$ cat src/core/ctpl_pkg.sv
/*
 * Constants for the lower-priority trap logic: register map, trap
 * store and transfer locations, flag positions, reset values, timing.
 * Assumes a 25 MHz APB clock and 36-bit words with bit 0 at index 35.
 */
//
// What this block does
// - protect mode on: protect trap at 00032/00033
// - protect trap fires when causing trap would
// - store octal 33 to cause, cause follows
// - protect trap clears protect mode, holds cause
// - timer carry requests overflow trap 00006/00007
// - overflow trap after cycle or instruction end
// - privileged instruction defers overflow and direct-data
// - overflow, direct-data, channel traps need trap control on, protect off
// - pending overflow blocks further timer updates
// - two blocked updates raise blast, clear overflow
// - direct-data interrupt traps at 00003/00004
// - masked channels B-E flag bits 16-13
// - taking trap clears channel trap control
// - restore re-enables control, honours waiting interrupts
// - new mask enable honours earlier waiting interrupts
// - completion on op-masked channel requests trap
// - request on going idle; E first, 22/20/16
// - timer word stepped 60 times per second
package ctpl_pkg;
    // ------------------------------------------------------------
    // register map
    // ------------------------------------------------------------
    localparam logic [7:0] OFF_CTRL = 8'h00;
    localparam logic [7:0] OFF_CMD = 8'h04;
    localparam logic [7:0] OFF_MASK = 8'h08;
    localparam logic [7:0] OFF_PEND = 8'h0c;
    localparam logic [7:0] OFF_TIMER = 8'h10;
    localparam logic [7:0] OFF_LAST = 8'h14;
    localparam int CTRL_TRAP = 0;
    localparam int CTRL_PROT = 1;
    localparam int CTRL_CHTC = 2;
    localparam int CTRL_TEN = 3;
    localparam int CMD_SPM = 0;
    localparam int CMD_RCT = 1;
    localparam int CMD_ENB = 2;
    localparam int CMD_ICT = 3;
    localparam int CMD_RST = 4;
    localparam int CMD_DDM_LSB = 8;
    localparam int CMD_OPM_LSB = 12;
    // ------------------------------------------------------------
    // reset values
    // ------------------------------------------------------------
    localparam logic RST_TRAP_CTL = 1'b1;
    localparam logic RST_PROTECT = 1'b0;
    localparam logic RST_CHAN_TC = 1'b0;
    localparam logic RST_TIMER_EN = 1'b0;
    // ------------------------------------------------------------
    // trap locations (octal addresses as 15-bit words)
    // ------------------------------------------------------------
    localparam logic [14:0] LOC_PI_STORE = 15'h001a;
    localparam logic [14:0] LOC_PI_XFER = 15'h001b;
    localparam logic [14:0] PI_CAUSE_DATA = 15'h001b;
    localparam logic [14:0] LOC_OVF_STORE = 15'h0006;
    localparam logic [14:0] LOC_OVF_XFER = 15'h0007;
    localparam logic [14:0] LOC_DD_STORE = 15'h0003;
    localparam logic [14:0] LOC_DD_XFER = 15'h0004;
    localparam logic [14:0] LOC_BLAST_STORE = 15'h001e;
    localparam logic [14:0] LOC_BLAST_XFER = 15'h001f;
    localparam logic [14:0] LOC_CHB_STORE = 15'h000c;
    localparam logic [14:0] LOC_CHC_STORE = 15'h000e;
    localparam logic [14:0] LOC_CHD_STORE = 15'h0010;
    localparam logic [14:0] LOC_CHE_STORE = 15'h0012;
    localparam logic [14:0] LOC_ONE = 15'h0001;
    // ------------------------------------------------------------
    // flag positions in a 36-bit word (word bit n at index 35-n)
    // ------------------------------------------------------------
    localparam int FLAG_PI = 18;
    localparam int FLAG_DD_LSB = 19;
    // ------------------------------------------------------------
    // timing
    // ------------------------------------------------------------
    localparam int CLK_HZ = 25_000_000;
    localparam int TIMER_RATE_HZ = 60;
    localparam int TICK_CYCLES_DEF = CLK_HZ / TIMER_RATE_HZ;
    localparam int TICK_W = 20;
    localparam logic [1:0] BLAST_COUNT = 2'h2;
endpackage : ctpl_pkg

$ cat src/core/ctpl_top.sv
/*
 * Trap request, priority and enable logic for the protect, timer
 * overflow, direct-data and channel completion traps, with an APB slave.
 * Assumes the CPU pulses instr_done at each instruction completion and
 * accepts trap_take with its store, transfer and flag word.
 */
`timescale 1ns/1ps
`default_nettype none
module ctpl_top #(
    parameter int TICK_CYCLES = ctpl_pkg::TICK_CYCLES_DEF
) (
    input wire logic pclk,
    input wire logic presetn,
    input wire logic psel,
    input wire logic penable,
    input wire logic pwrite,
    input wire logic [7:0] paddr,
    input wire logic [31:0] pwdata,
    output logic [31:0] prdata,
    output logic pready,
    output logic pslverr,
    input wire logic instr_done,
    input wire logic between_instr,
    input wire logic priv_instr,
    input wire logic [3:0] dd_irq,
    input wire logic [3:0] chan_access,
    input wire logic [3:0] chan_busy,
    output logic trap_take,
    output logic [14:0] trap_store_addr,
    output logic [14:0] trap_xfer_addr,
    output logic [35:0] trap_flags,
    output logic cause_store_wr,
    output logic [14:0] cause_store_addr,
    output logic [14:0] cause_store_data,
    output logic blast_trap
);
    import ctpl_pkg::*;

    // ------------------------------------------------------------
    // state
    // ------------------------------------------------------------
    logic trap_ctl, protect, chan_tc, timer_en;
    logic [3:0] dd_mask, op_mask, dd_pend, ch_pend, busy_q;
    logic ovf_pend, defer, pi_hold;
    logic [1:0] blocked;
    logic [31:0] timer;
    logic [TICK_W-1:0] tick_cnt;
    logic [14:0] last_store, last_xfer;

    // ------------------------------------------------------------
    // apb decode
    // ------------------------------------------------------------
    wire acc = psel && penable && pready;
    wire wr = acc && pwrite;
    wire hit_ctrl = paddr == OFF_CTRL;
    wire hit_cmd = paddr == OFF_CMD;
    wire hit_mask = paddr == OFF_MASK;
    wire hit_pend = paddr == OFF_PEND;
    wire hit_timer = paddr == OFF_TIMER;
    wire hit_last = paddr == OFF_LAST;
    wire mapped = hit_ctrl | hit_cmd | hit_mask | hit_pend | hit_timer | hit_last;
    wire wr_ctrl = wr && hit_ctrl;
    wire wr_cmd = wr && hit_cmd;
    wire wr_timer = wr && hit_timer;
    wire cmd_spm = wr_cmd && pwdata[CMD_SPM];
    wire cmd_rct = wr_cmd && pwdata[CMD_RCT];
    wire cmd_enb = wr_cmd && pwdata[CMD_ENB];
    wire cmd_ict = wr_cmd && pwdata[CMD_ICT];
    wire cmd_rst = wr_cmd && pwdata[CMD_RST];
    wire [31:0] rd_ctrl = {28'h000_0000, timer_en, chan_tc, protect, trap_ctl};
    wire [31:0] rd_pend = {19'h0_0000, pi_hold, ch_pend, dd_pend, 1'b0, blocked, ovf_pend};
    wire [31:0] next_prdata = hit_ctrl ? rd_ctrl :
                              hit_mask ? {24'h00_0000, op_mask, dd_mask} :
                              hit_pend ? rd_pend :
                              hit_timer ? timer :
                              hit_last ? {1'b0, last_xfer, 1'b0, last_store} : 32'h0000_0000;

    // ------------------------------------------------------------
    // interval timer
    // ------------------------------------------------------------
    wire tick = timer_en && (tick_cnt == TICK_W'(TICK_CYCLES - 1));
    wire [32:0] timer_sum = {1'b0, timer} + 33'h0_0000_0001;
    wire step = tick && !ovf_pend;
    wire carry = step && timer_sum[32];
    wire blast = tick && ovf_pend && (blocked == BLAST_COUNT - 2'h1);

    // ------------------------------------------------------------
    // trap eligibility and priority
    // ------------------------------------------------------------
    wire eff_done = instr_done || pi_hold;
    wire eff_btw = between_instr || pi_hold;
    wire blk = (instr_done ? priv_instr : defer) && !pi_hold;
    wire [3:0] dd_live = dd_pend & dd_mask;
    wire ok_ovf = trap_ctl && ovf_pend && !blk && (eff_btw || eff_done);
    wire ok_dd = trap_ctl && chan_tc && (|dd_live) && !blk && eff_done;
    wire ok_ch = trap_ctl && chan_tc && (|ch_pend) && eff_done;
    wire any_cause = (ok_ovf || ok_dd || ok_ch) && !blast;
    wire take_pi = any_cause && protect;
    wire take_ovf = any_cause && !protect && ok_ovf;
    wire take_dd = any_cause && !protect && !ok_ovf && ok_dd;
    wire take_ch = any_cause && !protect && !ok_ovf && !ok_dd;
    wire [1:0] ch_idx = ch_pend[3] ? 2'h3 : ch_pend[2] ? 2'h2 : ch_pend[1] ? 2'h1 : 2'h0;
    wire [14:0] ch_store = ch_idx == 2'h3 ? LOC_CHE_STORE :
                           ch_idx == 2'h2 ? LOC_CHD_STORE :
                           ch_idx == 2'h1 ? LOC_CHC_STORE : LOC_CHB_STORE;
    wire [3:0] ch_onehot = 4'h1 << ch_idx;
    wire [14:0] cause_loc = ok_ovf ? LOC_OVF_STORE : ok_dd ? LOC_DD_STORE : ch_store;
    wire [35:0] dd_flags = {13'h0000, dd_live, 19'h0_0000};
    wire [35:0] pi_flags = 36'h0_0004_0000;
    wire [14:0] next_store = blast ? LOC_BLAST_STORE : take_pi ? LOC_PI_STORE :
                             take_ovf ? LOC_OVF_STORE : take_dd ? LOC_DD_STORE : ch_store;
    wire [14:0] next_xfer = blast ? LOC_BLAST_XFER : take_pi ? LOC_PI_XFER :
                            take_ovf ? LOC_OVF_XFER : take_dd ? LOC_DD_XFER :
                            ch_store + LOC_ONE;
    wire [35:0] next_flags = take_pi ? pi_flags : take_dd ? dd_flags : 36'h0_0000_0000;
    wire [3:0] ch_done = busy_q & ~chan_busy & op_mask;
    wire [3:0] dd_clr = (take_dd ? dd_mask : 4'h0) | (cmd_rst ? 4'hf : 4'h0) | chan_access;
    wire [3:0] ch_clr = (take_ch ? ch_onehot : 4'h0) | (cmd_rst ? 4'hf : 4'h0);

    // ------------------------------------------------------------
    // apb slave
    // ------------------------------------------------------------
    always_ff @(posedge pclk or negedge presetn) begin
        if (!presetn) begin
            pready <= 1'b0;
            pslverr <= 1'b0;
            prdata <= 32'h0000_0000;
        end else begin
            pready <= psel && penable && !pready;
            pslverr <= psel && penable && !pready && !mapped;
            prdata <= (psel && penable && !pready && !pwrite) ? next_prdata : 32'h0000_0000;
        end
    end

    // ------------------------------------------------------------
    // control triggers and masks
    // ------------------------------------------------------------
    always_ff @(posedge pclk or negedge presetn) begin
        if (!presetn) begin
            trap_ctl <= RST_TRAP_CTL;
            timer_en <= RST_TIMER_EN;
            protect <= RST_PROTECT;
            chan_tc <= RST_CHAN_TC;
            dd_mask <= 4'h0;
            op_mask <= 4'h0;
        end else begin
            if (wr_ctrl) begin
                trap_ctl <= pwdata[CTRL_TRAP];
                timer_en <= pwdata[CTRL_TEN];
            end
            if (take_pi) begin
                protect <= 1'b0;
            end else if (cmd_spm) begin
                protect <= 1'b1;
            end
            if (take_dd || take_ch) begin
                chan_tc <= 1'b0;
            end else if (cmd_rct || cmd_enb) begin
                chan_tc <= 1'b1;
            end else if (cmd_ict) begin
                chan_tc <= 1'b0;
            end
            if (cmd_enb) begin
                dd_mask <= pwdata[CMD_DDM_LSB +: 4];
                op_mask <= pwdata[CMD_OPM_LSB +: 4];
            end
        end
    end

    // ------------------------------------------------------------
    // requests: timer, overflow, direct data, channels
    // ------------------------------------------------------------
    always_ff @(posedge pclk or negedge presetn) begin
        if (!presetn) begin
            tick_cnt <= '0;
            timer <= 32'h0000_0000;
            ovf_pend <= 1'b0;
            blocked <= 2'h0;
            dd_pend <= 4'h0;
            ch_pend <= 4'h0;
            busy_q <= 4'h0;
            defer <= 1'b0;
            pi_hold <= 1'b0;
        end else begin
            tick_cnt <= (!timer_en || tick) ? '0 : tick_cnt + 1'b1;
            if (wr_timer) begin
                timer <= pwdata;
            end else if (step) begin
                timer <= timer_sum[31:0];
            end
            if (carry) begin
                ovf_pend <= 1'b1;
            end else if (take_ovf || blast) begin
                ovf_pend <= 1'b0;
            end
            if (take_ovf || blast || !ovf_pend) begin
                blocked <= 2'h0;
            end else if (tick) begin
                blocked <= blocked + 2'h1;
            end
            dd_pend <= (dd_pend & ~dd_clr) | dd_irq;
            ch_pend <= (ch_pend & ~ch_clr) | ch_done;
            busy_q <= chan_busy;
            if (instr_done) begin
                defer <= priv_instr;
            end
            pi_hold <= take_pi;
        end
    end

    // ------------------------------------------------------------
    // trap outputs
    // ------------------------------------------------------------
    always_ff @(posedge pclk or negedge presetn) begin
        if (!presetn) begin
            trap_take <= 1'b0;
            blast_trap <= 1'b0;
            trap_store_addr <= 15'h0000;
            trap_xfer_addr <= 15'h0000;
            trap_flags <= 36'h0_0000_0000;
            cause_store_wr <= 1'b0;
            cause_store_addr <= 15'h0000;
            cause_store_data <= 15'h0000;
            last_store <= 15'h0000;
            last_xfer <= 15'h0000;
        end else begin
            trap_take <= any_cause || blast;
            blast_trap <= blast;
            trap_store_addr <= next_store;
            trap_xfer_addr <= next_xfer;
            trap_flags <= next_flags;
            cause_store_wr <= take_pi;
            cause_store_addr <= cause_loc;
            cause_store_data <= PI_CAUSE_DATA;
            if (any_cause || blast) begin
                last_store <= next_store;
                last_xfer <= next_xfer;
            end
        end
    end

    // ------------------------------------------------------------
    // assertions
    // ------------------------------------------------------------
    property p_pi_loc;
        @(posedge pclk) disable iff (!presetn)
        take_pi |=> trap_take && trap_store_addr == LOC_PI_STORE && trap_flags[FLAG_PI];
    endproperty
    a_pi_loc: assert property (p_pi_loc) else $error("protect trap location wrong");

    property p_pi_off;
        @(posedge pclk) disable iff (!presetn)
        take_pi |=> !protect && pi_hold;
    endproperty
    a_pi_off: assert property (p_pi_off) else $error("protect mode not cleared");

    property p_pi_cause;
        @(posedge pclk) disable iff (!presetn)
        take_pi |=> cause_store_wr && cause_store_data == PI_CAUSE_DATA ##1 trap_take;
    endproperty
    a_pi_cause: assert property (p_pi_cause) else $error("cause trap did not follow");

    property p_ovf_set;
        @(posedge pclk) disable iff (!presetn)
        carry |=> ovf_pend;
    endproperty
    a_ovf_set: assert property (p_ovf_set) else $error("carry lost");

    property p_block;
        @(posedge pclk) disable iff (!presetn)
        ovf_pend && !wr_timer |=> $stable(timer) || $past(take_ovf);
    endproperty
    a_block: assert property (p_block) else $error("timer stepped while pending");

    property p_blast;
        @(posedge pclk) disable iff (!presetn)
        blast |=> blast_trap && trap_store_addr == LOC_BLAST_STORE && !ovf_pend;
    endproperty
    a_blast: assert property (p_blast) else $error("blast trap wrong");

    property p_needs_tc;
        @(posedge pclk) disable iff (!presetn)
        (take_ovf || take_dd || take_ch) |-> trap_ctl && !protect;
    endproperty
    a_needs_tc: assert property (p_needs_tc) else $error("trap taken while barred");

    property p_chtc_off;
        @(posedge pclk) disable iff (!presetn)
        (take_dd || take_ch) |=> !chan_tc && trap_take;
    endproperty
    a_chtc_off: assert property (p_chtc_off) else $error("channel trap control kept");

    property p_priv;
        @(posedge pclk) disable iff (!presetn)
        instr_done && priv_instr && !pi_hold |=> !(take_ovf || take_dd) until instr_done;
    endproperty
    a_priv: assert property (p_priv) else $error("trap not deferred");

    property p_order;
        @(posedge pclk) disable iff (!presetn)
        ok_ovf && any_cause && !protect |=> trap_store_addr == LOC_OVF_STORE;
    endproperty
    a_order: assert property (p_order) else $error("priority order wrong");

    property p_apb;
        @(posedge pclk) disable iff (!presetn)
        psel && penable && !pready |=> pready;
    endproperty
    a_apb: assert property (p_apb) else $error("apb answer late");

    c_pi: cover property (@(posedge pclk) disable iff (!presetn) take_pi ##2 trap_take);
    c_blast: cover property (@(posedge pclk) disable iff (!presetn) blast);
    c_dd: cover property (@(posedge pclk) disable iff (!presetn) take_dd && dd_live == 4'hf);
    c_ch: cover property (@(posedge pclk) disable iff (!presetn) take_ch && ch_idx == 2'h3);
endmodule // ctpl_top
`default_nettype wire

$ cat config.mk
export PLATFORM = sky130hd
export DESIGN_NAME = ctpl_top
export DESIGN_NICKNAME = d
export VERILOG_FILES = /design/src/core/ctpl_pkg.sv /design/src/core/ctpl_top.sv
export SDC_FILE = /design/constraint.sdc
export NUM_CORES = 1
export LEC_CHECK = 0
export BUFFER_PORTS_ARGS = -buffer_cell sky130_fd_sc_hd__buf_2
export CORE_MARGIN = 2
export CORE_UTILIZATION = 35
export DETAILED_ROUTE_END_ITERATION = 8
export GPL_TIMING_DRIVEN = 0
export PLACE_DENSITY = 0.66
export SLEW_MARGIN = 15
export SYNTH_ARGS = -nofsm -noshare
export SYNTH_HDL_FRONTEND = slang
export SYNTH_SLANG_ARGS = --single-unit
$ cat constraint.sdc
create_clock -name pclk -period 2.2 [get_ports pclk]
set_clock_uncertainty 0.05 [all_clocks]
set_input_delay 0.55 -clock pclk [delete_from_list [all_inputs] [get_ports pclk]]
set_output_delay 0.55 -clock pclk [all_outputs]
set_load 0.01 [all_outputs]
# After elaboration in Yosys (flattened, before gate mapping)
# Cells that the tools add are included.
totals:
  reg_bits: 168
  out_inout_bits: 133
  wordCells: 166
  input_bits: 60
op_classes:
  mux: 40
  eq_ne: 10
  addsub: 4
  n_reduce_logical: 66
  bitwise: 18
  n_shift: 1
ops:
  columns: ["cell", "count"]
  rows:
  - ["$mux 32", 7]
  - ["$mux 23", 2]
  - ["$mux 5", 8]
  - ["$logic_and 1x1->1", 36]
  - ["$add 32x1->33 const B", 1]
  - ["$mux 6", 4]
  - ["$mux 22", 1]
  - ["$add 20x1->20 const B", 1]
  - ["$and 4x4->4", 5]
  - ["$eq 20x19->1 const B", 1]
  - ["$mux 20", 1]
  - ["$or 4x4->4", 5]
  - ["$eq 8x4->1 const B", 2]
  - ["$eq 8x5->1 const B", 2]
  - ["$mux 4", 3]
  - ["$not 4->4", 3]
  - ["$logic_not 1->1", 11]
  - ["$logic_or 1x1->1", 11]
  - ["$mux 2", 5]
  - ["$mux 1", 9]
  - ["$eq 8x3->1 const B", 1]
  - ["$logic_not 8->1", 1]
  - ["$reduce_bool 2->1", 4]
  - ["$reduce_or 4->1", 2]
  - ["7 further kinds", 13]

# Depth between registers and ports, before layout
# Gate-level depths: netlist (run 1).
logic_depth:
  depth_word: 17
  mapped_depth: 8
  ltp_nobuf: 7

# Worst setup path after synthesis (run 1)
# No wires, ideal clock.
synth_timing:
  kind: "input-to-reg"
  from: "input paddr[1]"
  to: "register timer[28]"
  cell_stages: 7
  arrival_ps: 2315
  setup_time_ps: 122
  n_path_buf: 2
  required_ps: 2028
  slack_ps: -287
  cell_sequence: "or4_1 clkbuf_1 or4_1 clkbuf_1 and3_1 a21oi_1 nand2_1"
synth_via:
  elab_chain_len: 3
  word_cells_on_any_way: 4
  classes_between: "1 x eq/ne; 1 x mux; 2 x reduce/logical"
synth_rtl:
  columns: ["item", "line", "source"]
  rows:
  - ["start: declaration", "ctpl_top.sv:17", "input wire logic [7:0] paddr,"]
  - ["$eq 8x5->1 *", "ctpl_top.sv:59", "wire hit_timer = paddr == OFF_TIMER;"]
  - ["$logic_and 1x1->1 *", "ctpl_top.sv:64", "wire wr_timer = wr && hit_timer;"]
  - ["$mux 32 / $reduce_bool 2->1 (equally long branches)", null, null]
  - ["end signal: assignment", "ctpl_top.sv:187", "timer <= pwdata;"]
  - ["end signal: assignment", "ctpl_top.sv:189", "timer <= timer_sum[31:0];"]
  - ["end: declaration", "ctpl_top.sv:46", "logic [31:0] timer;"]
# Every way passes the cells marked *; elsewhere a longest branch is shown, timed or not.
# A chain may end at the register's enable or synchronous reset.

# Worst setup path after layout (run 1)
layout_timing:
  from: "register ovf_pend"
  to: "register timer[10]"
layout_via:
  elab_chain_len: 3
layout_rtl:
  columns: ["item", "line", "source"]
  rows:
  - ["start: declaration", "ctpl_top.sv:44", "logic ovf_pend, defer, pi_hold;"]
  - ["start signal: assignment", "ctpl_top.sv:177", "ovf_pend <= 1'b0;"]
  - ["start signal: assignment", "ctpl_top.sv:192", "ovf_pend <= 1'b1;"]
  - ["start signal: assignment", "ctpl_top.sv:194", "ovf_pend <= 1'b0;"]
  - ["$logic_not 1->1", "ctpl_top.sv:83", "wire step = tick && !ovf_pend;"]
  - ["$logic_and 1x1->1", "ctpl_top.sv:83", null]
  - ["$reduce_bool 2->1 (no line)", null, null]
# Every way passes these cells.

==> qor.yml, run 1 <==
pwr:
  p_per_area_mw_per_mm2: 617
  combPwrFrac_pct: 7.3
  ir_drop_v: 0.000465
  clkPwrFrac_pct: 48.3
  leakagePower_nw: 4.63
  p_seq_share_pct: 44.5
  p_sw_share_pct: 23.8
  internal_power_mw: 4.61
  switching_power_mw: 1.44
final_layout:
  nets: 1062
  multi_input_area_mm2: 0.00365
  layout-drive-gt1-share_pct: 33.4
  fillerInstances: 1972
  seqCellArea_mm2: 0.00358
  final_common_cell: "dfrtp_1"
  final_cell_mix: "dfrtp_1 (140), buf_2 (120), buf_4 (105)"
  area_growth_pct: 32.4
sta:
  setup_tns_ps: -23.7
  drv_slew: 0
  worst_slack_ps: -23.7
  period_share_pct: 101
  clock.fmax_mhz: 450
  post-route-min-period_ps: 2220
  finalHoldWorstSlack_ps: 1.19
  setup_viol: 1
  rsz0062_at_grt: "true"
  max_slew_margin_pct: 49.6
  finalHoldViolations: 0
  worst_pin_slew_ps: 756
routing:
  totalWireLength_um: 20600
  wl_per_cell_um: 16.0
  firstDrtPassIters: 4
  drc: 0
  antenna_left: 0
  vias_per_cell: 4.93
  drt_iter0_drc: 473
  vias: 6341
floorplan:
  ios: 193
  start_util_pct: 35.4
  core_mm2: 0.0209
  dieArea_mm2: 0.0223
  die_h_um: 149
  placementRows: 53
  fp.dieW_um: 149
cts:
  clock_sinks: 143
  cts_tree: "done"
  cts_buffers: 17
  root_buffer: "clkbuf_16"
  clock_latency_ps: 430
  clockBufferDepth: 2
  ctsHoldBuffers: 0
  cts_max_level: 4
  clkTransAtPathRegs_ps: 60
synthesis:
  async_flop_share_pct: 100
  ys_seq_elements: 143
  synthCells: 768
  ys.flop_type: "dfrtp_1"
  synth-edff-count: 0
  syn-cell-area_mm2: 0.00740
  ys_warn_count: 0
  synth.distinct_cells: 64
  yosysSeqAreaShare_pct: 48.4
  syn_area_per_cell_um2: 9.64
status:
  status: "complete, but fails checks"
  violations: "setup timing"
setup_path:
  crit_required_ps: 2440
  endpoint_kind: "flip-flop"
  crit_path_top_delay_cell: "nand4b_1"
  r2r_start: "ovf_pend$_DFFE_PN0P_"
  rr_worst_depth: 5
  path_buf_inv: 1
  criticalPathCategory: "flip-flop to flip-flop"
  slowest_delay_ps: 570
  r2r_end: "timer[10]$_DFFE_PN0P_"
  cp_top_family: "simple AND/OR/NAND/NOR gates"
  path_cells: "clkbuf_2, nand4b_1, nor4b_1, xnor2_1, o21ai_0"
  start_kind: "flip-flop"
  critPathArrivalTime_ps: 2470
  crit_fanout: 10
  reg2reg_slack_ps: -20
placed_design:
  dpl.hpwl_um: 14800
  place_congestion: 0.917
  port_buffers: 118
worst_hold_path:
  min_path_type: "input port to asynchronous set/reset pin"
global_routing:
  overflow: 0
  grt_max_degree: 83
  grt_pass1_vias: 5746
  grt_use_total_pct: 18.3
  grt_pass1_wl_um: 31200
  antenna_found_initial: 2
flow_run:
  cap_viol_max_count: 0
## synthesized netlist by cell type (3+ instances only)
| master | number | area [um^2] |
|---|---|---|
| mux2_2 | 10 | 113 |
| and3_1 | 12 | 75.1 |
| buf_4 | 78 | 586 |
| nand2_1 | 88 | 330 |
| a21oi_1 | 18 | 90.1 |
| a22oi_1 | 16 | 120 |
| o21ai_0 | 31 | 155 |
| dfrtp_1 | 142 | 3550 |
| xor2_1 | 11 | 96.3 |
| o22ai_1 | 4 | 25.0 |
| and2_1 | 23 | 144 |
| ha_1 | 4 | 50.1 |
| nand3_1 | 22 | 110 |
| o211ai_1 | 3 | 22.5 |
| nand2b_1 | 3 | 18.8 |
| or4_1 | 6 | 45.0 |
| buf_2 | 3 | 15.0 |
| nor4_4 | 3 | 63.8 |
| o21a_1 | 3 | 22.5 |
| nor4_1 | 24 | 150 |
| mux2i_1 | 13 | 130 |
| or3_1 | 9 | 56.3 |
| inv_1 | 17 | 63.8 |
| a41o_1 | 4 | 40.0 |
| xnor2_1 | 25 | 219 |
| nand4_1 | 17 | 106 |
| a31oi_1 | 4 | 25.0 |
| clkbuf_1 | 26 | 97.6 |
| nor3_1 | 14 | 70.1 |
| nor2_1 | 74 | 278 |
| and2_0 | 4 | 25.0 |
| a221oi_1 | 4 | 35.0 |
| nor4b_1 | 3 | 26.3 |
| and4_1 | 9 | 78.8 |
## registers in the layout (all words and copies together), names as in the netlist, 2 cells and up
| register | count |
|---|---|
| ch_pend | 4 |
| timer | 32 |
| op_mask | 4 |
| cause_store_addr | 5 |
| trap_xfer_addr | 4 |
| last_xfer | 3 |
| tick_cnt | 20 |
| prdata | 32 |
| blocked | 2 |
| trap_flags | 5 |
| trap_store_addr | 4 |
| busy_q | 4 |
| dd_pend | 4 |
| last_store | 5 |
| dd_mask | 4 |
## area by class of cell
| type | count | share of cell area, % |
|---|---|---|
| multi-input cells | 570 | 37.2 |
| flip-flops and latches | 143 | 36.6 |
| repair buffers | 144 | 8.33 |
| plain buffers | 105 | 7.56 |
| clock buffers | 20 | 4.76 |
| well taps | 275 | 3.51 |
| clock inverters | 11 | 1.33 |
| inverters | 17 | 0.651 |
| diodes | 2 | 0.0511 |
## power groups by stage
stage                     sequential, mW  combinational (mW)  clock, mW
final                               2.69               0.439       2.92
after global routing                2.69               0.486       3.09
after CTS                           2.69               0.427       2.96
after detailed placement            2.74               0.418          0
after global placement              2.74               0.406          0
after floorplan                     2.74               0.245          0
## repair_timing
| action | CTS | global route |
|---|---|---|
| setup buffers | 17 | 8 |
| endpoints found under the setup margin | 86 | 76 |
| cloned | 0 | 0 |
| pin swaps | 10 | 11 |
| resized for setup | 21 | 64 |
## per-layer routing
metal	global-route usage (%)	routed length [um]	vias to the layer above	share of wire [%]
li1	-	-	3008	-
met1	25.1	8970	3079	44
met2	28.1	9630	239	47
met3	5.24	1760	15	8.5
met4	5.29	251	0	1.2
met5	0	0	-	0
## metrics by stage
step	area [um^2]	setup WS [ps]	cells	utilization [%]	total power [mW]
2_1_floorplan	7710	-100	839	-	2.98
3_3_place_gp	8650	-1530	1232	41.4	3.14
3_5_place_dp	8690	-782	1233	41.6	3.16
4_1_cts	9510	-16.5	1281	45.5	6.07
5_1_grt	9790	-78.8	1285	46.9	6.27
6_report	9800	-23.7	1287	46.9	6.05
## worst max path at each step
stage / start / to / depth (start not counted)
floorplan: paddr[1] / timer[28]$_DFFE_PN0P_ / 7
global placement: presetn / tick_cnt[15]$_DFF_PN0_ / 1
detailed placement: paddr[1] / prdata[1]$_DFF_PN0_ / 7
CTS: tick_cnt[1]$_DFF_PN0_ / timer[27]$_DFFE_PN0P_ / 8
global route: ovf_pend$_DFFE_PN0P_ / timer[10]$_DFFE_PN0P_ / 5
finish: ovf_pend$_DFFE_PN0P_ / timer[10]$_DFFE_PN0P_ / 5
## kinds of logic (layout without fill, tap and decap cells)
group / count (synthesis) / after routing / share of synthesized area, %
buffers and inverters: 126 / 297 / 10.4
multiplexers: 23 / 23 / 3.28
flip-flops: 143 / 143 / 48.4
other: 2 / 75 / 0.101
AND/OR/NAND/NOR: 329 / 329 / 23.6
AO/OA/AOI/OAI: 105 / 105 / 9.32
adder cells (fa/ha/maj): 4 / 4 / 0.676
XOR/XNOR: 36 / 36 / 4.26
(Power assumes the default switching activity.)
==> run 2, diff against run 1 <==
--- a/config.mk
+++ b/config.mk
@@ -5,12 +5,12 @@
 export SDC_FILE = /design/constraint.sdc
 export NUM_CORES = 1
 export LEC_CHECK = 0
-export BUFFER_PORTS_ARGS = -buffer_cell sky130_fd_sc_hd__buf_2
 export CORE_MARGIN = 2
 export CORE_UTILIZATION = 35
 export DETAILED_ROUTE_END_ITERATION = 8
+export DONT_BUFFER_PORTS = 1
 export GPL_TIMING_DRIVEN = 0
-export PLACE_DENSITY = 0.66
+export PLACE_DENSITY = 0.58
 export SLEW_MARGIN = 15
 export SYNTH_ARGS = -nofsm -noshare
 export SYNTH_HDL_FRONTEND = slang
==> run 2 against run 1 <==
The flow finishes with violations (hold timing); routed wire length fell by 1.8%; core utilization fell by 3.4 points; non-clock buffer count is 115 lower; combinational power is 34% lower; register-to-register slack better by 40 ps.
==> qor.yml, run 2 (same netlist as run 1, synthesis figures left out) <==
setup_path:
  endpoint_kind: "flip-flop"
  crit_fanout: 5  # -5
  start_kind: "flip-flop"
  slowest_delay_ps: 480  # -90 ps
  path_buf_inv: 1  # unchanged
  path_cells: "inv_1, ha_2, and4bb_4, nand4_4, or3_4, or4_1, a31oi_1"
  cp_top_family: "simple AND/OR/NAND/NOR gates"
  crit_required_ps: 2510  # +70 ps
  criticalPathCategory: "flip-flop to flip-flop"
  crit_path_top_delay_cell: "or4_1"
  critPathArrivalTime_ps: 2500  # +30 ps
placed_design:
  placed_area_mm2: 0.00806  # -7.2%
  port_buffers: 0  # -100%
  dpl.hpwl_um: 14600  # -1.3%
  place_congestion: 0.852  # -7.1%
  dp_cells: 1114  # -9.7%
  dp_slack_ps: -721  # +61.1 ps
status:
  status: "complete, but fails checks"
  violations: "hold timing"
pwr:
  internal_power_mw: 4.30  # -6.8%
  leakagePower_nw: 4.06  # -12%
  ir_drop_v: 0.000461  # -0.76%
  p_per_area_mw_per_mm2: 636  # +3.0%
  p_total_mw: 5.78  # -4.4%
  p_sw_share_pct: 25.7  # +1.9 points
  clkPwrFrac_pct: 48.4  # about the same
  switching_power_mw: 1.48  # +3.3%
  combPwrFrac_pct: 5.0  # -2.3 points
  p_seq_share_pct: 46.7  # +2.2 points
final_layout:
  final_cell_mix: "dfrtp_1 (139), buf_4 (107), nand2_1 (87)"
  layoutNonFillerInstCount: 1171  # -9.0%
  diodes: 0  # -2
  area_growth_pct: 22.8
  fillerInstances: 2051  # +4.0%
  design_area_mm2: 0.00909  # -7.2%
  layout-drive-gt1-share_pct: 24.7  # -8.7 points
  nets: 947  # -11%
  top_regs: "prdata x32, timer x32, tick_cnt x20"
  final_common_cell: "dfrtp_1"
global_routing:
  grt_max_degree: 144  # +73%
  overflow: 0  # unchanged
  grt_util_met1_pct: 24.7  # -0.39 points
  grt_pass1_vias: 5414  # -5.8%
  grt_pass1_wl_um: 30900  # -0.91%
  use_met3_pct: 5.95  # +0.70 points
  grt_use_total_pct: 18.2  # -0.088 points
  busiest_layer: "met2"
  use_met2_pct: 27.9  # -0.23 points
  antenna_found_initial: 0  # -2
routing:
  drc: 0  # unchanged
  totalWireLength_um: 20200  # -1.8%
  vias_per_cell: 4.98  # +1.2%
  antenna_left: 0  # unchanged
  firstDrtPassIters: 5  # +1
  drt_iter0_drc: 514  # +8.7%
  vias: 5836  # -8.0%
  wl_per_cell_um: 17.3  # +7.9%
sta:
  rsz0062_at_grt: "true"
  finalHoldWorstSlack_ps: -239  # -240 ps
  drv_slew: 0  # unchanged
  worst_slack_ps: 13.7  # +37.4 ps
  clock.fmax_mhz: 457  # +1.7%
  post-route-min-period_ps: 2190  # -37.4 ps
  max_slew_margin_pct: 53.9  # +4.3 points
  setup_tns_ps: 0  # +23.7 ps
  period_share_pct: 99.4  # -1.7 points
  finalHoldViolations: 142  # +142
  setup_viol: 0  # -1
  worst_pin_slew_ps: 691  # -64.5 ps
floorplan:
  placementRows: 53  # unchanged
  die_h_um: 149  # unchanged
  ios: 193  # unchanged
  core_mm2: 0.0209  # unchanged
  fp.dieW_um: 149  # unchanged
  start_util_pct: 35.4  # unchanged
  dieArea_mm2: 0.0223  # unchanged
flow_run:
  cap_viol_max_count: 0  # unchanged
worst_hold_path:
  min_path_type: "input port to asynchronous set/reset pin"
cts:
  cts_max_level: 4  # unchanged
  clock_sinks: 143  # unchanged
  cts_tree: "done"
  clockBufferDepth: 2  # unchanged
  root_buffer: "clkbuf_16"
  clkTransAtPathRegs_ps: 70  # about the same
  clock_latency_ps: 440  # about the same
  cts_buffers: 17  # unchanged
run 2: changes by cell type in the layout (fill, tap and decap cells not counted), moves of 4 or more:
cell,before,now
nor4_1,6,10
nor4_4,11,6
buf_2,120,2
clkbuf_2,8,13
inv_6,2,6
run 2: worst paths after layout:
kind / start / end / slack (ps) / cells after the start
setup / recovery: tick_cnt[1]$_DFF_PN0_ / timer[27]$_DFFE_PN0P_ / 10 / 7
hold / removal: presetn / cause_store_data[0]$_DFF_PN0_ / -240 / 0
setup reg to reg: tick_cnt[1]$_DFF_PN0_ / timer[27]$_DFFE_PN0P_ / 10 / 7
hold reg to reg: tick_cnt[0]$_DFF_PN0_ / tick_cnt[0]$_DFF_PN0_ / 430 / 1
max in group asynchronous: presetn / trap_ctl$_DFFE_PN1P_ / 1980 / 0
min in group pclk: chan_busy[3] / busy_q[3]$_DFF_PN0_ / 90 / 0
run 2: repair_timing:
item                                   CTS  global route
buffers inserted                        18            11
resized for setup                       16            50
setup endpoints to repair               81            87
endpoints found under the hold margin  143           143
pin swaps                               10             8
run 2: metal layers:
layer  up-vias  part of all wire, %  wire, um
met5         -                    0         0
met4         0                  1.2       242
met3        20                  8.6      1750
met2       207                   47      9420
met1      2836                   44      8830
li1       2773                    -         -
run 2: final cells by class:
cell class              count  area, um^2  share of cell area, %
clock inverters            15         145                   1.60
flip-flops and latches    143        3580                   39.4
multi-input cells         570        3580                   39.4
plain buffers             105         727                   8.00
clock buffers              17         425                   4.68
inverters                  17        63.8                  0.702
repair buffers             29         221                   2.44
well taps                 275         344                   3.79
run 2: stage by stage:
step / hold slack, ps / util [%]
final: -239 / 43.5
after global routing: -264 / 43.5
after CTS: -255 / 42.2
after detailed placement: 212 / 38.6
after global placement: 210 / 38.6
after floorplan: 204 / -
run 2: power groups by stage:
| stage | sequential (mW) | combinational (mW) | clock (mW) |
|---|---|---|---|
| 6_report | 2.70 | 0.288 | 2.80 |
| 5_1_grt | 2.70 | 0.317 | 2.97 |
| 4_1_cts | 2.70 | 0.271 | 2.86 |
| 3_5_place_dp | 2.75 | 0.268 | 0 |
| 3_3_place_gp | 2.75 | 0.266 | 0 |
| 2_1_floorplan | 2.74 | 0.245 | 0 |
==> run 3, diff against run 2 <==
--- a/config.mk
+++ b/config.mk
@@ -5,12 +5,14 @@
 export SDC_FILE = /design/constraint.sdc
 export NUM_CORES = 1
 export LEC_CHECK = 0
+export CORE_ASPECT_RATIO = 2
 export CORE_MARGIN = 2
 export CORE_UTILIZATION = 35
 export DETAILED_ROUTE_END_ITERATION = 8
 export DONT_BUFFER_PORTS = 1
 export GPL_TIMING_DRIVEN = 0
 export PLACE_DENSITY = 0.58
+export SETUP_SLACK_MARGIN = 0.02
 export SLEW_MARGIN = 15
 export SYNTH_ARGS = -nofsm -noshare
 export SYNTH_HDL_FRONTEND = slang
==> run 3 against run 2 <==
The flow finishes with violations (hold timing, setup timing); routed wire length up 12%; hold slack improved by 0.99 ps; non-clock buffer count down 4; cell count fell by 0.85%; sequential cell count unchanged; register-to-register slack lost 20 ps; fmax down 1.1%; critical path type unchanged.
==> qor.yml, run 3 (same netlist as run 1, synthesis figures left out) <==
global_routing:
  grt_max_degree: 144  # unchanged
  antenna_found_initial: 0  # unchanged
  grt_pass1_wl_um: 34000  # +10%
  overflow: 0  # unchanged
  grt_pass1_vias: 5880  # +8.6%
  grt_use_total_pct: 20.5  # +2.3 points
final_layout:
  post-route-util_pct: 43.9  # +0.41 points
  layout-drive-gt1-share_pct: 25.0  # +0.33 points
  top_regs: "prdata x32, timer x32, tick_cnt x20"
  area_growth_pct: 23.6
  fillerInstances: 2041  # -0.49%
  seqCellArea_mm2: 0.00359  # +0.21%
  final_common_cell: "dfrtp_1"
  final_cell_mix: "dfrtp_1 (133), buf_4 (102), nand2_1 (87)"
  diodes: 0  # unchanged
  multi_input_area_mm2: 0.00363  # +1.5%
  nets: 943  # -0.42%
routing:
  vias: 5962  # +2.2%
  vias_per_cell: 5.14  # +3.0%
  drc: 0  # unchanged
  firstDrtPassIters: 6  # +1
  drt_iter0_drc: 304  # -41%
  wl_per_cell_um: 19.4  # +12%
  totalWireLength_um: 22600  # +12%
  antenna_left: 0  # unchanged
sta:
  max_slew_margin_pct: 52.4  # -1.5 points
  worst_pin_slew_ps: 713  # +22.4 ps
  drv_slew: 0  # unchanged
  rsz0062_at_grt: "true"
  clock.fmax_mhz: 452  # -1.1%
  worst_slack_ps: -10.2  # -23.8 ps
  post-route-min-period_ps: 2210  # +23.8 ps
  setup_viol: 1  # +1
  finalHoldViolations: 142  # unchanged
  period_share_pct: 100  # +1.1 points
  finalHoldWorstSlack_ps: -238  # +0.989 ps
floorplan:
  fp.dieW_um: 107  # -29%
  placementRows: 75  # +42%
  start_util_pct: 35.5  # +0.096 points
  die_h_um: 210  # +40%
  ios: 193  # unchanged
  dieArea_mm2: 0.0224  # +0.32%
  core_mm2: 0.0208  # -0.27%
pwr:
  combPwrFrac_pct: 5.0  # about the same
  clkPwrFrac_pct: 48.9  # +0.5 points
  p_per_area_mw_per_mm2: 641  # +0.71%
  leakagePower_nw: 4.09  # +0.81%
  internal_power_mw: 4.51  # +4.9%
  p_sw_share_pct: 23.1  # -2.6 points
  ir_drop_v: 0.000441  # -4.5%
  p_seq_share_pct: 46.2  # -0.5 points
  switching_power_mw: 1.35  # -8.8%
cts:
  cts_max_level: 4  # unchanged
  clock_latency_ps: 440  # about the same
  clock_sinks: 143  # unchanged
  clockBufferDepth: 2  # unchanged
  root_buffer: "clkbuf_16"
  clkTransAtPathRegs_ps: 60  # about the same
  cts_tree: "done"
  cts_buffers: 17  # unchanged
setup_path:
  crit_required_ps: 2470  # -40 ps
  cp_num_cells: 8  # +1
  endpoint_kind: "flip-flop"
  startpoint: "tick_cnt[1]$_DFF_PN0_"
  path_cells: "inv_1, ha_2, and4bb_4, buf_12, nand4_1, or4_4, mux2i_1, nand2_1"
  r2r_start: "tick_cnt[1]$_DFF_PN0_"
  critPathArrivalTime_ps: 2480  # -20 ps
  slowest_delay_ps: 580  # +100 ps
  cp_top_family: "simple AND/OR/NAND/NOR gates"
  criticalPathCategory: "flip-flop to flip-flop"
  rr_worst_depth: 8  # +1
  start_kind: "flip-flop"
  path_buf_inv: 2  # +1
  crit_fanout: 3  # -2
  crit_path_top_delay_cell: "or4_4"
status:
  violations: "hold timing, setup timing"
  status: "complete, but fails checks"
placed_design:
  place_congestion: 0.873  # +2.4%
  dpl.hpwl_um: 17000  # +16%
  port_buffers: 0  # unchanged
worst_hold_path:
  min_path_type: "input port to asynchronous set/reset pin"
flow_run:
  cap_viol_max_count: 0  # unchanged
## run 3: layout make-up
cell class,count,area share (%)
clock buffers,21,4.92
multi-input cells,570,39.7
inverters,17,0.697
clock inverters,11,1.44
plain buffers,105,8.05
repair buffers,25,2.27
flip-flops and latches,143,39.2
well taps,269,3.68
## run 3: path summary, 6_finish.rpt
kind,endpoint,slack (ps)
max,timer[28]$_DFFE_PN0P_,-10
min reg2reg,ch_pend[3]$_DFF_PN0_,430
max in group asynchronous,timer[10]$_DFFE_PN0P_,1930
max reg2reg,timer[28]$_DFFE_PN0P_,-10
min in group pclk,busy_q[0]$_DFF_PN0_,80
min,cause_store_addr[4]$_DFF_PN0_,-240
## run 3: metal layers
| metal | part of all wire [%] | GRT usage [%] |
|---|---|---|
| met3 | 7.0 | 6.37 |
| met4 | 6.3 | 13.3 |
| met1 | 31 | 18.7 |
| met5 | 0 | 0 |
| met2 | 55 | 37.9 |
## run 3: metrics by stage
step / instance area [um^2] / setup slack [ps] / power, mW / instances / setup TNS (ps)
2_1_floorplan: 7720 / -100 / 2.98 / 839 / -1910
3_3_place_gp: 8050 / -970 / 3.02 / 1108 / -41670
3_5_place_dp: 8050 / -955 / 3.02 / 1108 / -42780
4_1_cts: 8910 / -23.5 / 5.91 / 1156 / -41.6
5_1_grt: 9150 / -67.3 / 6.06 / 1161 / -259
6_report: 9150 / -10.2 / 5.86 / 1161 / -10.2
## run 3: power by group through the flow
stage | registers, mW | clock network [mW] | logic (mW)
2_1_floorplan | 2.74 | 0 | 0.245
3_3_place_gp | 2.75 | 0 | 0.269
3_5_place_dp | 2.75 | 0 | 0.271
4_1_cts | 2.70 | 2.92 | 0.279
5_1_grt | 2.71 | 3.04 | 0.317
6_report | 2.71 | 2.87 | 0.291
## run 3: repair_timing
item | CTS | global route
pin swaps | 15 | 11
resized for setup | 30 | 56
endpoints found under the setup margin | 95 | 83
buffers inserted | 19 | 6
hold endpoints to repair | 143 | 143
